===== src/smac_pkg.sv =====
/*
  Constants for the secure memory access control block: the core address
  map, the register offsets, field positions, reset values and the APB
  phase encoding.
  Assumes a 32-bit core address space and a 12-bit APB register window.
*/
package smac_pkg;

  // partition count; the first NUM_FLASH_PART entries guard flash
  localparam int unsigned NUM_PART       = 4;
  localparam int unsigned NUM_FLASH_PART = 2;
  localparam int unsigned IDX_W          = 2;

  // core address map
  localparam logic [31:0] ROM_BASE    = 32'h0000_0000;
  localparam logic [31:0] ROM_LIMIT   = 32'h0000_ffff;
  localparam logic [31:0] FLASH_BASE  = 32'h0010_0000;
  localparam logic [31:0] FLASH_LIMIT = 32'h001f_ffff;
  localparam logic [31:0] RAM_BASE    = 32'h0020_0000;
  localparam logic [31:0] RAM_LIMIT   = 32'h0020_3fff;
  localparam logic [31:0] SFR_BASE    = 32'h0040_0000;
  localparam logic [31:0] SFR_LIMIT   = 32'h0040_0fff;

  // register byte offsets
  localparam logic [11:0] OFS_CTRL   = 12'h000;
  localparam logic [11:0] OFS_STATUS = 12'h004;
  localparam logic [11:0] OFS_MASK   = 12'h008;
  localparam logic [11:0] OFS_LAST   = 12'h00c;
  localparam logic [5:0]  PART_BLK   = 6'h01;   // partitions at 0x040..0x07f
  localparam logic [1:0]  FLD_BASE   = 2'h0;
  localparam logic [1:0]  FLD_LIMIT  = 2'h1;
  localparam logic [1:0]  FLD_ATTR   = 2'h2;

  // control register fields
  localparam int unsigned CTL_BOOT_FLASH = 0;
  localparam int unsigned CTL_BOOT_LOCK  = 1;
  localparam int unsigned CTL_FLASH_WE   = 2;
  localparam int unsigned CTL_ROM_USER   = 3;
  localparam int unsigned CTRL_W         = 4;
  localparam logic [3:0]  CTRL_RST       = 4'h0;

  // status and mask fields
  localparam int unsigned ST_PROHIB    = 0;
  localparam int unsigned ST_INVALID   = 1;
  localparam int unsigned ST_FLASH_WR  = 2;
  localparam int unsigned ST_REG_DENY  = 3;
  localparam int unsigned ST_USER_VIOL = 4;
  localparam int unsigned ST_W         = 5;
  localparam logic [4:0]  STATUS_RST   = 5'h00;
  localparam logic [4:0]  MASK_RST     = 5'h00;

  // partition attribute fields
  localparam int unsigned AT_EN     = 0;
  localparam int unsigned AT_UREAD  = 1;
  localparam int unsigned AT_UWRITE = 2;
  localparam int unsigned AT_W      = 3;
  localparam logic [2:0]  ATTR_RST  = 3'h0;
  localparam logic [31:0] BASE_RST  = 32'h0000_0000;
  localparam logic [31:0] LIMIT_RST = 32'h0000_0000;
  localparam logic [31:0] LAST_RST  = 32'h0000_0000;

  // pprot bit that marks a privileged register access
  localparam int unsigned PROT_PRIV = 0;

  // apb slave phase
  typedef enum logic [1:0] {
    SMAC_APB_IDLE = 2'b01,
    SMAC_APB_ANS  = 2'b10
  } smac_apb_st_t;

endpackage : smac_pkg


===== src/smac_region_check.sv =====
/*
  One partition comparator: says whether an address lies inside an
  enabled partition whose attribute lets user code make the access.
  Assumes base and limit are inclusive byte addresses, base <= limit.
*/
module smac_region_check (
  input  wire logic [31:0]             addr_i,
  input  wire logic [31:0]             base_i,
  input  wire logic [31:0]             limit_i,
  input  wire logic [smac_pkg::AT_W-1:0] attr_i,
  input  wire logic                    write_i,
  output logic                         ok_o
);

  logic in_range;
  logic perm;

  // window compare and permission select
  assign in_range = (addr_i >= base_i) && (addr_i <= limit_i);
  assign perm     = write_i ? attr_i[smac_pkg::AT_UWRITE]
                            : attr_i[smac_pkg::AT_UREAD];
  assign ok_o     = in_range & perm & attr_i[smac_pkg::AT_EN];

endmodule : smac_region_check


===== src/smac_top.sv =====
/*
  Secure memory access control: judges each core access against the
  address map, the partition table and flash write protection, drives boot
  selection, and holds the security registers behind an APB slave.
  Assumes the core holds one request per cycle, APB accesses carry pprot,
  and all inputs are synchronous to core_clk_i.
*/
// The APB interface to the registers and the placing of the registers were decided locally.
// Notes on behaviour
// accesses to prohibited areas are trapped
// security registers need privileged access attributes
// invalid addresses are detected and flagged
// software selects ROM or flash boot
// flash writes are refused unless enabled
// decisions depend on privilege or user mode
// all registers take defaults at reset
// ROM and flash attributes start at defaults
// software partitions memory with own attributes
// ROM user access is software controlled
// flash partitions carry individual attributes
// base, limit, attribute registers per partition
// boot choice frozen once locked to flash
// user misses are blocked, privilege bypasses
module smac_top (
  input  wire logic        core_clk_i,
  input  wire logic        rst_i,
  // core access port
  input  wire logic        core_req_i,
  input  wire logic [31:0] core_addr_i,
  input  wire logic        core_write_i,
  input  wire logic        core_priv_i,
  output logic             core_done_o,
  output logic             core_grant_o,
  output logic             core_trap_o,
  output logic             invalid_addr_o,
  // boot selection and interrupt
  output logic             boot_flash_o,
  output logic             boot_locked_o,
  output logic             irq_o,
  // apb slave
  input  wire logic        psel_i,
  input  wire logic        penable_i,
  input  wire logic        pwrite_i,
  input  wire logic [11:0] paddr_i,
  input  wire logic [31:0] pwdata_i,
  input  wire logic [2:0]  pprot_i,
  output logic [31:0]      prdata_o,
  output logic             pready_o,
  output logic             pslverr_o
);

  localparam int unsigned NP = smac_pkg::NUM_PART;
  localparam int unsigned NF = smac_pkg::NUM_FLASH_PART;
  localparam int unsigned AW = smac_pkg::AT_W;
  localparam int unsigned IDX_BITS = smac_pkg::IDX_W;

  smac_pkg::smac_apb_st_t apb_st;
  smac_pkg::smac_apb_st_t next_apb_st;

  logic [smac_pkg::CTRL_W-1:0] ctrl;
  logic [smac_pkg::ST_W-1:0]   status;
  logic [smac_pkg::ST_W-1:0]   mask;
  logic [31:0]                 last_addr;
  logic [31:0]                 part_base  [NP];
  logic [31:0]                 part_limit [NP];
  logic [AW-1:0]               part_attr  [NP];
  logic [NP-1:0]               part_ok;

  // core area decode
  logic in_rom;
  logic in_flash;
  logic in_ram;
  logic in_sfr;
  logic any_area;
  assign in_rom   = (core_addr_i >= smac_pkg::ROM_BASE) &&
                    (core_addr_i <= smac_pkg::ROM_LIMIT);
  assign in_flash = (core_addr_i >= smac_pkg::FLASH_BASE) &&
                    (core_addr_i <= smac_pkg::FLASH_LIMIT);
  assign in_ram   = (core_addr_i >= smac_pkg::RAM_BASE) &&
                    (core_addr_i <= smac_pkg::RAM_LIMIT);
  assign in_sfr   = (core_addr_i >= smac_pkg::SFR_BASE) &&
                    (core_addr_i <= smac_pkg::SFR_LIMIT);
  assign any_area = in_rom | in_flash | in_ram | in_sfr;

  // partition outcome per memory
  logic flash_ok;
  logic ram_ok;
  assign flash_ok = |part_ok[NF-1:0];
  assign ram_ok   = |part_ok[NP-1:NF];

  // access verdict
  logic user;
  logic ev_prohib;
  logic ev_invalid;
  logic ev_flash_wr;
  logic ev_user_viol;
  logic trap_now;
  assign user       = ~core_priv_i;
  assign ev_invalid = core_req_i & ~any_area;
  assign ev_prohib  = core_req_i & user &
                      (in_sfr |
                       (in_rom & ~ctrl[smac_pkg::CTL_ROM_USER]));
  assign ev_flash_wr = core_req_i & in_flash & core_write_i &
                       ~ctrl[smac_pkg::CTL_FLASH_WE];
  assign ev_user_viol = core_req_i & user &
                        ((in_flash & ~flash_ok) | (in_ram & ~ram_ok));
  assign trap_now = ev_invalid | ev_prohib | ev_flash_wr | ev_user_viol;

  // apb decode, taken in the setup cycle
  logic setup;
  logic sel_ctrl;
  logic sel_status;
  logic sel_mask;
  logic sel_last;
  logic sel_part;
  logic mapped;
  logic deny;
  logic apb_err;
  logic [IDX_BITS-1:0] pidx;
  logic [1:0]          pfld;
  assign setup      = psel_i & ~penable_i;
  assign pidx       = paddr_i[5:4];
  assign pfld       = paddr_i[3:2];
  assign sel_ctrl   = paddr_i == smac_pkg::OFS_CTRL;
  assign sel_status = paddr_i == smac_pkg::OFS_STATUS;
  assign sel_mask   = paddr_i == smac_pkg::OFS_MASK;
  assign sel_last   = paddr_i == smac_pkg::OFS_LAST;
  assign sel_part   = (paddr_i[11:6] == smac_pkg::PART_BLK) &&
                      (pfld != 2'h3) && (paddr_i[1:0] == 2'h0);
  assign mapped     = sel_ctrl | sel_status | sel_mask | sel_last | sel_part;
  assign deny       = mapped & ~pprot_i[smac_pkg::PROT_PRIV];
  assign apb_err    = ~mapped | deny;

  // read data select
  logic [31:0] part_rd;
  logic [31:0] rdata;
  assign part_rd = (pfld == smac_pkg::FLD_BASE)  ? part_base[pidx]  :
                   (pfld == smac_pkg::FLD_LIMIT) ? part_limit[pidx] :
                   {{(32-AW){1'b0}}, part_attr[pidx]};
  assign rdata = sel_ctrl   ? {{(32-smac_pkg::CTRL_W){1'b0}}, ctrl}   :
                 sel_status ? {{(32-smac_pkg::ST_W){1'b0}}, status}   :
                 sel_mask   ? {{(32-smac_pkg::ST_W){1'b0}}, mask}     :
                 sel_last   ? last_addr                               :
                 sel_part   ? part_rd : 32'h0000_0000;

  // write strobes, at the access edge that completes the transfer
  logic fire_wr;
  logic wr_ctrl;
  logic wr_status;
  logic wr_mask;
  logic wr_part;
  assign fire_wr   = (apb_st == smac_pkg::SMAC_APB_ANS) & psel_i &
                     penable_i & pwrite_i & ~pslverr_o;
  assign wr_ctrl   = fire_wr & sel_ctrl;
  assign wr_status = fire_wr & sel_status;
  assign wr_mask   = fire_wr & sel_mask;
  assign wr_part   = fire_wr & sel_part;

  // boot selection with lock
  logic locked;
  logic [smac_pkg::CTRL_W-1:0] next_ctrl;
  assign locked = ctrl[smac_pkg::CTL_BOOT_LOCK] &
                  ctrl[smac_pkg::CTL_BOOT_FLASH];
  assign next_ctrl[smac_pkg::CTL_BOOT_FLASH] = locked ?
         ctrl[smac_pkg::CTL_BOOT_FLASH] :
         pwdata_i[smac_pkg::CTL_BOOT_FLASH];
  assign next_ctrl[smac_pkg::CTL_BOOT_LOCK] = locked |
         (pwdata_i[smac_pkg::CTL_BOOT_LOCK] &
          pwdata_i[smac_pkg::CTL_BOOT_FLASH]);
  assign next_ctrl[smac_pkg::CTL_FLASH_WE] =
         pwdata_i[smac_pkg::CTL_FLASH_WE];
  assign next_ctrl[smac_pkg::CTL_ROM_USER] =
         pwdata_i[smac_pkg::CTL_ROM_USER];

  // sticky events; a set in the clearing cycle wins
  logic [smac_pkg::ST_W-1:0] ev_set;
  logic [smac_pkg::ST_W-1:0] st_clr;
  logic [smac_pkg::ST_W-1:0] next_status;
  assign ev_set[smac_pkg::ST_PROHIB]    = ev_prohib;
  assign ev_set[smac_pkg::ST_INVALID]   = ev_invalid;
  assign ev_set[smac_pkg::ST_FLASH_WR]  = ev_flash_wr;
  assign ev_set[smac_pkg::ST_REG_DENY]  = setup & deny;
  assign ev_set[smac_pkg::ST_USER_VIOL] = ev_user_viol;
  assign st_clr      = wr_status ? pwdata_i[smac_pkg::ST_W-1:0]
                                 : {smac_pkg::ST_W{1'b0}};
  assign next_status = (status & ~st_clr) | ev_set;
  assign next_apb_st = setup ? smac_pkg::SMAC_APB_ANS
                             : smac_pkg::SMAC_APB_IDLE;

  // partition registers and comparators
  genvar gi;
  generate
    for (gi = 0; gi < NP; gi++) begin : g_part
      logic wr_this;
      assign wr_this = wr_part & (pidx == IDX_BITS'(gi));

      // base, limit and attribute of one partition
      always_ff @(posedge core_clk_i or posedge rst_i) begin
        if (rst_i) begin
          part_base[gi]  <= smac_pkg::BASE_RST;
          part_limit[gi] <= smac_pkg::LIMIT_RST;
          part_attr[gi]  <= smac_pkg::ATTR_RST;
        end else if (wr_this) begin
          case (pfld)
            smac_pkg::FLD_BASE:  part_base[gi]  <= pwdata_i;
            smac_pkg::FLD_LIMIT: part_limit[gi] <= pwdata_i;
            smac_pkg::FLD_ATTR:  part_attr[gi]  <= pwdata_i[AW-1:0];
            default:             part_attr[gi]  <= part_attr[gi];
          endcase
        end
      end

      smac_region_check u_check (
        .addr_i  (core_addr_i),
        .base_i  (part_base[gi]),
        .limit_i (part_limit[gi]),
        .attr_i  (part_attr[gi]),
        .write_i (core_write_i),
        .ok_o    (part_ok[gi])
      );
    end
  endgenerate

  // control, status and mask registers
  always_ff @(posedge core_clk_i or posedge rst_i) begin
    if (rst_i) begin
      ctrl   <= smac_pkg::CTRL_RST;
      status <= smac_pkg::STATUS_RST;
      mask   <= smac_pkg::MASK_RST;
    end else begin
      if (wr_ctrl) begin
        ctrl <= next_ctrl;
      end
      if (wr_mask) begin
        mask <= pwdata_i[smac_pkg::ST_W-1:0];
      end
      status <= next_status;
    end
  end

  // address of the most recent trapped access
  always_ff @(posedge core_clk_i or posedge rst_i) begin
    if (rst_i) begin
      last_addr <= smac_pkg::LAST_RST;
    end else if (trap_now) begin
      last_addr <= core_addr_i;
    end
  end

  // registered core verdict, one cycle after the request
  always_ff @(posedge core_clk_i or posedge rst_i) begin
    if (rst_i) begin
      core_done_o    <= 1'b0;
      core_grant_o   <= 1'b0;
      core_trap_o    <= 1'b0;
      invalid_addr_o <= 1'b0;
    end else begin
      core_done_o    <= core_req_i;
      core_grant_o   <= core_req_i & ~trap_now;
      core_trap_o    <= trap_now;
      invalid_addr_o <= ev_invalid;
    end
  end

  // boot outputs follow the control register as it will be
  logic next_boot;
  logic next_lock;
  assign next_boot = wr_ctrl ? next_ctrl[smac_pkg::CTL_BOOT_FLASH]
                             : ctrl[smac_pkg::CTL_BOOT_FLASH];
  assign next_lock = wr_ctrl ? (next_ctrl[smac_pkg::CTL_BOOT_LOCK] &
                                next_ctrl[smac_pkg::CTL_BOOT_FLASH])
                             : locked;

  // boot outputs and interrupt level
  always_ff @(posedge core_clk_i or posedge rst_i) begin
    if (rst_i) begin
      boot_flash_o  <= 1'b0;
      boot_locked_o <= 1'b0;
      irq_o         <= 1'b0;
    end else begin
      boot_flash_o  <= next_boot;
      boot_locked_o <= next_lock;
      irq_o         <= |(next_status & mask);
    end
  end

  // apb answer, one access cycle with no wait state
  always_ff @(posedge core_clk_i or posedge rst_i) begin
    if (rst_i) begin
      apb_st    <= smac_pkg::SMAC_APB_IDLE;
      pready_o  <= 1'b0;
      pslverr_o <= 1'b0;
      prdata_o  <= 32'h0000_0000;
    end else begin
      apb_st    <= next_apb_st;
      pready_o  <= setup;
      pslverr_o <= setup & apb_err;
      prdata_o  <= (setup & ~apb_err & ~pwrite_i) ? rdata : 32'h0000_0000;
    end
  end
endmodule : smac_top


===== config.mk =====
export PLATFORM = sky130hd
export DESIGN_NAME = smac_top
export DESIGN_NICKNAME = d
export VERILOG_FILES = /design/src/smac_pkg.sv /design/src/smac_region_check.sv /design/src/smac_top.sv
export SDC_FILE = /design/constraint.sdc
export NUM_CORES = 1
export LEC_CHECK = 0
export ABC_CLOCK_PERIOD_IN_PS = 16280
export BUFFER_PORTS_ARGS = -buffer_cell sky130_fd_sc_hd__buf_2
export CORE_UTILIZATION = 45
export DETAILED_ROUTE_END_ITERATION = 7
export PLACE_DENSITY = 0.58
export RECOVER_POWER = 25
export SLEW_MARGIN = 10
export SYNTH_ARGS = -nofsm -noshare
export SYNTH_HDL_FRONTEND = slang
export SYNTH_SLANG_ARGS = --single-unit

===== constraint.sdc =====
create_clock -name core_clk_i -period 16.28 [get_ports core_clk_i]
set_input_delay 1.628 -clock core_clk_i [delete_from_list [all_inputs] [get_ports core_clk_i]]
set_output_delay 1.628 -clock core_clk_i [all_outputs]
set_load 0.05 [all_outputs]

==> impl_results.md <==
* Post-synthesis cell type count at 64
* Relative slew slack at -217%
* Core Footprint at 48800 µm²
* Setup TNS at 0 ns
* Vias per inst at 5.66
* Register clock-pin slew on the reported worst setup and hold paths at 0.06 ns
* Crit share post-route at 46.5%
* Source-to-sink clock delay at the later pin of the worst-skew pair at 0.59 ns
* Area of the die at 50400 µm²
* Clock share of power at 47.7%
* WL met1 at 30300 µm
* Root Driver: sky130_fd_sc_hd__clkbuf_16
* Avg WL per Cell at 22.5 µm
* Synthesized net count at 2431
* Fin nets at 2535
* Yosys synthesis warning count at 0
* Setup-failing EPs final at 0
* Number of global-route vias before repair at 16838
* Clock period minus final worst setup slack at 7.57 ns
* HPWL reported at the end of detailed placement at 44900 µm
* Final RePlAce weighted congestion at 0.879
* Critical Path Sink Type: asynchronous set/reset pin
* Reg-to-reg setup timing slack at 11.76 ns
* Family of cells with the greatest summed delay on the critical path: buffers and inverters
* Int Pwr at 1.55 mW
* Max Used Layer: met4
* Run status: complete, but fails checks
* Height of the chip at 224 µm
* Sequential group share of total power at 43.4%
* Critical path arrival at 7.35 ns
* Clock tree from TritonCTS: done
* Kind of critical path: input port to asynchronous set/reset pin
* Seq cells post-synth at 356
* Fraction of layout instances using a drive strength above 1 at 20.1%
* Remaining DRCs at 0
* Number of max-capacitance violations reported at 3
* CTS Buf Count at 42
* Most instantiated cells after synthesis: sky130_fd_sc_hd__dfrtp_1 (355), sky130_fd_sc_hd__inv_1 (260), sky130_fd_sc_hd__ha_1 (256), sky130_fd_sc_hd__nand2_1 (218), sky130_fd_sc_hd__o21ai_0 (163)
* Critical path's slowest cell: sky130_fd_sc_hd__clkbuf_1
* Failing checks: capacitance limit, slew limit
* Vias at 16352
* Clock sink count at 356
* Sequence of cells on the critical path: buf_2, clkinvlp_2, clkbuf_1
* Fin. Hold Viols at 0
* Area growth from synthesis to layout at 11.2%
* First-pass GRT wire length at 101000 µm
* 1st-iter DRT viols at 1131
* Highest attainable clock frequency at 132 MHz
* Count of buffer and inverter cells on the critical path at 3
* Number of antenna violations at the first check in global routing at 0
* Pin count of the biggest net entering global routing at 104
* Final clock skew at 0.0269 ns
* Syn avg cell area at 10.7 µm²
* Netlist area before placement at 22300 µm²
* Fraction of power consumed by combinational cells at 8.9%
* Routed length on met2 at 30000 µm
* Worst min-delay path category: register to register
* Die Span X at 224 µm
* Leakage power figure at 11.8 nW
* Number of I/O pins at 128
* Number of standard cells after synthesis at 2088
* Required time at the endpoint of the critical path at 16.06 ns
* Count of input and output buffers at 125
* Cell types with the largest area share after synthesis: sky130_fd_sc_hd__dfrtp_1 (40%), sky130_fd_sc_hd__ha_1 (14%), sky130_fd_sc_hd__mux4_2 (7.1%)
* Switching part of the total at 25.1%
* Routed length on met3 at 3180 µm
* Category of the worst setup path launch point: input port
* Effective utilization at floorplan at 45.6%
* Areal power density over the cells at 83.7 nW/µm²
* Count of flip-flops with a built-in enable after synthesis at 0
* Area share of the leading cell type in the synthesized netlist at 39.9%
* CTS HTree Levels at 2
* Antenna Violating Nets Remaining at 0
* Buffer depth of the longest clock path at 3
* Prevailing post-synth register cell: sky130_fd_sc_hd__dfrtp_1
* First-pass iteration count of the detailed router at 5
* Part of the Yosys area used for sequential elements at 40.0%
* Total length of routed wires at 65000 µm
* Post-CTS Resized at 0
* Post-cts hold buffer count at 0
* Cell type with the highest aggregate area in the netlist: sky130_fd_sc_hd__dfrtp_1
* Post-CTS Repair Setup Buffers at 0
* P_sw at 0.521 mW
* Largest stage delay on the critical path at 2.87 ns
* Unrepaired setup endpoints after global routing: false
* Worst slew pin tran at 4.73 ns
* Largest fanout of any net on the critical path at 103
* Share of synthesized registers carrying an async set or reset at 100%
* Most frequent cell after synthesis: sky130_fd_sc_hd__dfrtp_1
* GR Overflow Total at 0
* Number of standard-cell rows in the floorplan at 81
* Core occupancy in the finished layout at 50.7%
* Max-slew violation count at 243
* Global-route total usage across every layer at 26.5%
* Worst ir drop on vdd at 60.1 µV
==> final cells by class <==
cell class                      count  area [µm²]
Timing Repair Buffer              140         688
Inverter                          260         977
Tap cell                          664         831
Fill cell                        4464       24100
Clock buffer                       61        1280
Multi-Input combinational cell   1392       11900
Antenna cell                        1        2.50
Sequential cell                   356        8910
Clock inverter                     14         155
==> power groups by stage <==
stage	sequential, mW	clock, mW	combinational [mW]
6_report	0.900	0.989	0.185
5_1_grt	0.900	1.04	0.205
4_1_cts	0.899	1.01	0.187
2_1_floorplan	0.917	0	0.110
3_3_place_gp	0.915	0	0.182
3_5_place_dp	0.915	0	0.186
==> cells in the final DEF, fill, tap and decap left out, types with 8 or more instances in the layout <==
cell type                     n
sky130_fd_sc_hd__dfrtp_1    355
sky130_fd_sc_hd__inv_1      259
sky130_fd_sc_hd__ha_1       256
sky130_fd_sc_hd__nand2_1    217
sky130_fd_sc_hd__o21ai_0    163
sky130_fd_sc_hd__a21oi_1    135
sky130_fd_sc_hd__mux2_2      96
sky130_fd_sc_hd__mux2_4      89
sky130_fd_sc_hd__nor2_1      85
sky130_fd_sc_hd__buf_2       82
sky130_fd_sc_hd__mux4_2      70
sky130_fd_sc_hd__clkbuf_1    49
sky130_fd_sc_hd__nand4_1     47
sky130_fd_sc_hd__clkbuf_16   45
sky130_fd_sc_hd__mux2i_1     34
sky130_fd_sc_hd__nand3_1     30
sky130_fd_sc_hd__nor3_1      21
sky130_fd_sc_hd__a21o_1      16
sky130_fd_sc_hd__buf_4       16
sky130_fd_sc_hd__nor4_1      14
sky130_fd_sc_hd__nand2b_1    10
sky130_fd_sc_hd__clkbuf_8     9
sky130_fd_sc_hd__nor2b_1      8
sky130_fd_sc_hd__a211oi_1     8
sky130_fd_sc_hd__a221oi_1     8
==> stage by stage <==
step	power, mW	instance area, µm²	cells	hold slack, ns	setup WS (ns)
final	2.07	24800	2888	0.506	8.71
after global routing	2.15	24800	2887	0.523	7.49
after CTS	2.09	24800	2887	0.504	10.84
after detailed placement	1.10	23400	2812	0.491	10.28
after global placement	1.10	23400	2812	0.488	10.27
after floorplan	1.03	22300	2088	0.455	4.78
==> routing by layer <==
| metal | GRT usage (%) | vias to the layer above |
|---|---|---|
| li1 | - | 7598 |
| met1 | 37.7 | 8235 |
| met2 | 42.3 | 431 |
| met3 | 3.55 | 88 |
| met4 | 7.33 | 0 |
| met5 | 0 | - |
==> state kept, by name (all words and copies together) (netlist names), 2 cells and up <==
| signal | count |
|---|---|
| part_base | 128 |
| part_limit | 128 |
| apb_st | 2 |
| mask | 5 |
| prdata_o | 32 |
| part_attr | 12 |
| last_addr | 32 |
| ctrl | 4 |
| status | 5 |
==> logic make-up after synthesis <==
family                   Yosys count  synth area share (%)
AND/OR/NAND/NOR                  468                  9.94
AO/OA/AOI/OAI                    379                  9.63
flip-flops                       356                  40.0
buffers and inverters            340                  6.57
multiplexers                     289                  19.5
adder cells (fa/ha/maj)          256                  14.4
==> worst paths after layout <==
| check | cells past startpoint | start | to |
|---|---|---|---|
| hold reg to reg | 1 | status[1]$_DFF_PP0_ | status[1]$_DFF_PP0_ |
| setup / recovery | 3 | rst_i | part_limit[20]$_DFFE_PP0P_ |
| min in group asynchronous | 2 | rst_i | core_trap_o$_DFF_PP0_ |
| max in group core_clk_i | 11 | core_addr_i[21] | last_addr[30]$_DFFE_PP0P_ |
| setup reg to reg | 11 | part_limit[53]$_DFFE_PP0P_ | last_addr[30]$_DFFE_PP0P_ |
| hold / removal | 1 | status[1]$_DFF_PP0_ | status[1]$_DFF_PP0_ |
==> worst reg2reg max path, stage by stage, from the launching register on <==
cell and delay [ns]:
sky130_fd_sc_hd__dfrtp_1 0.35, sky130_fd_sc_hd__inv_1 0.06, sky130_fd_sc_hd__ha_1 0.29, sky130_fd_sc_hd__a21o_1 0.18
sky130_fd_sc_hd__nand3_1 0.08, sky130_fd_sc_hd__a21oi_1 0.09, sky130_fd_sc_hd__a2111oi_0 0.69, sky130_fd_sc_hd__o21ai_0 0.36
sky130_fd_sc_hd__a2111oi_0 0.85, sky130_fd_sc_hd__a311o_1 0.28, sky130_fd_sc_hd__and2_4 0.74, sky130_fd_sc_hd__mux2_2 0.42
Note: power is estimated with default switching activity, not from simulation.
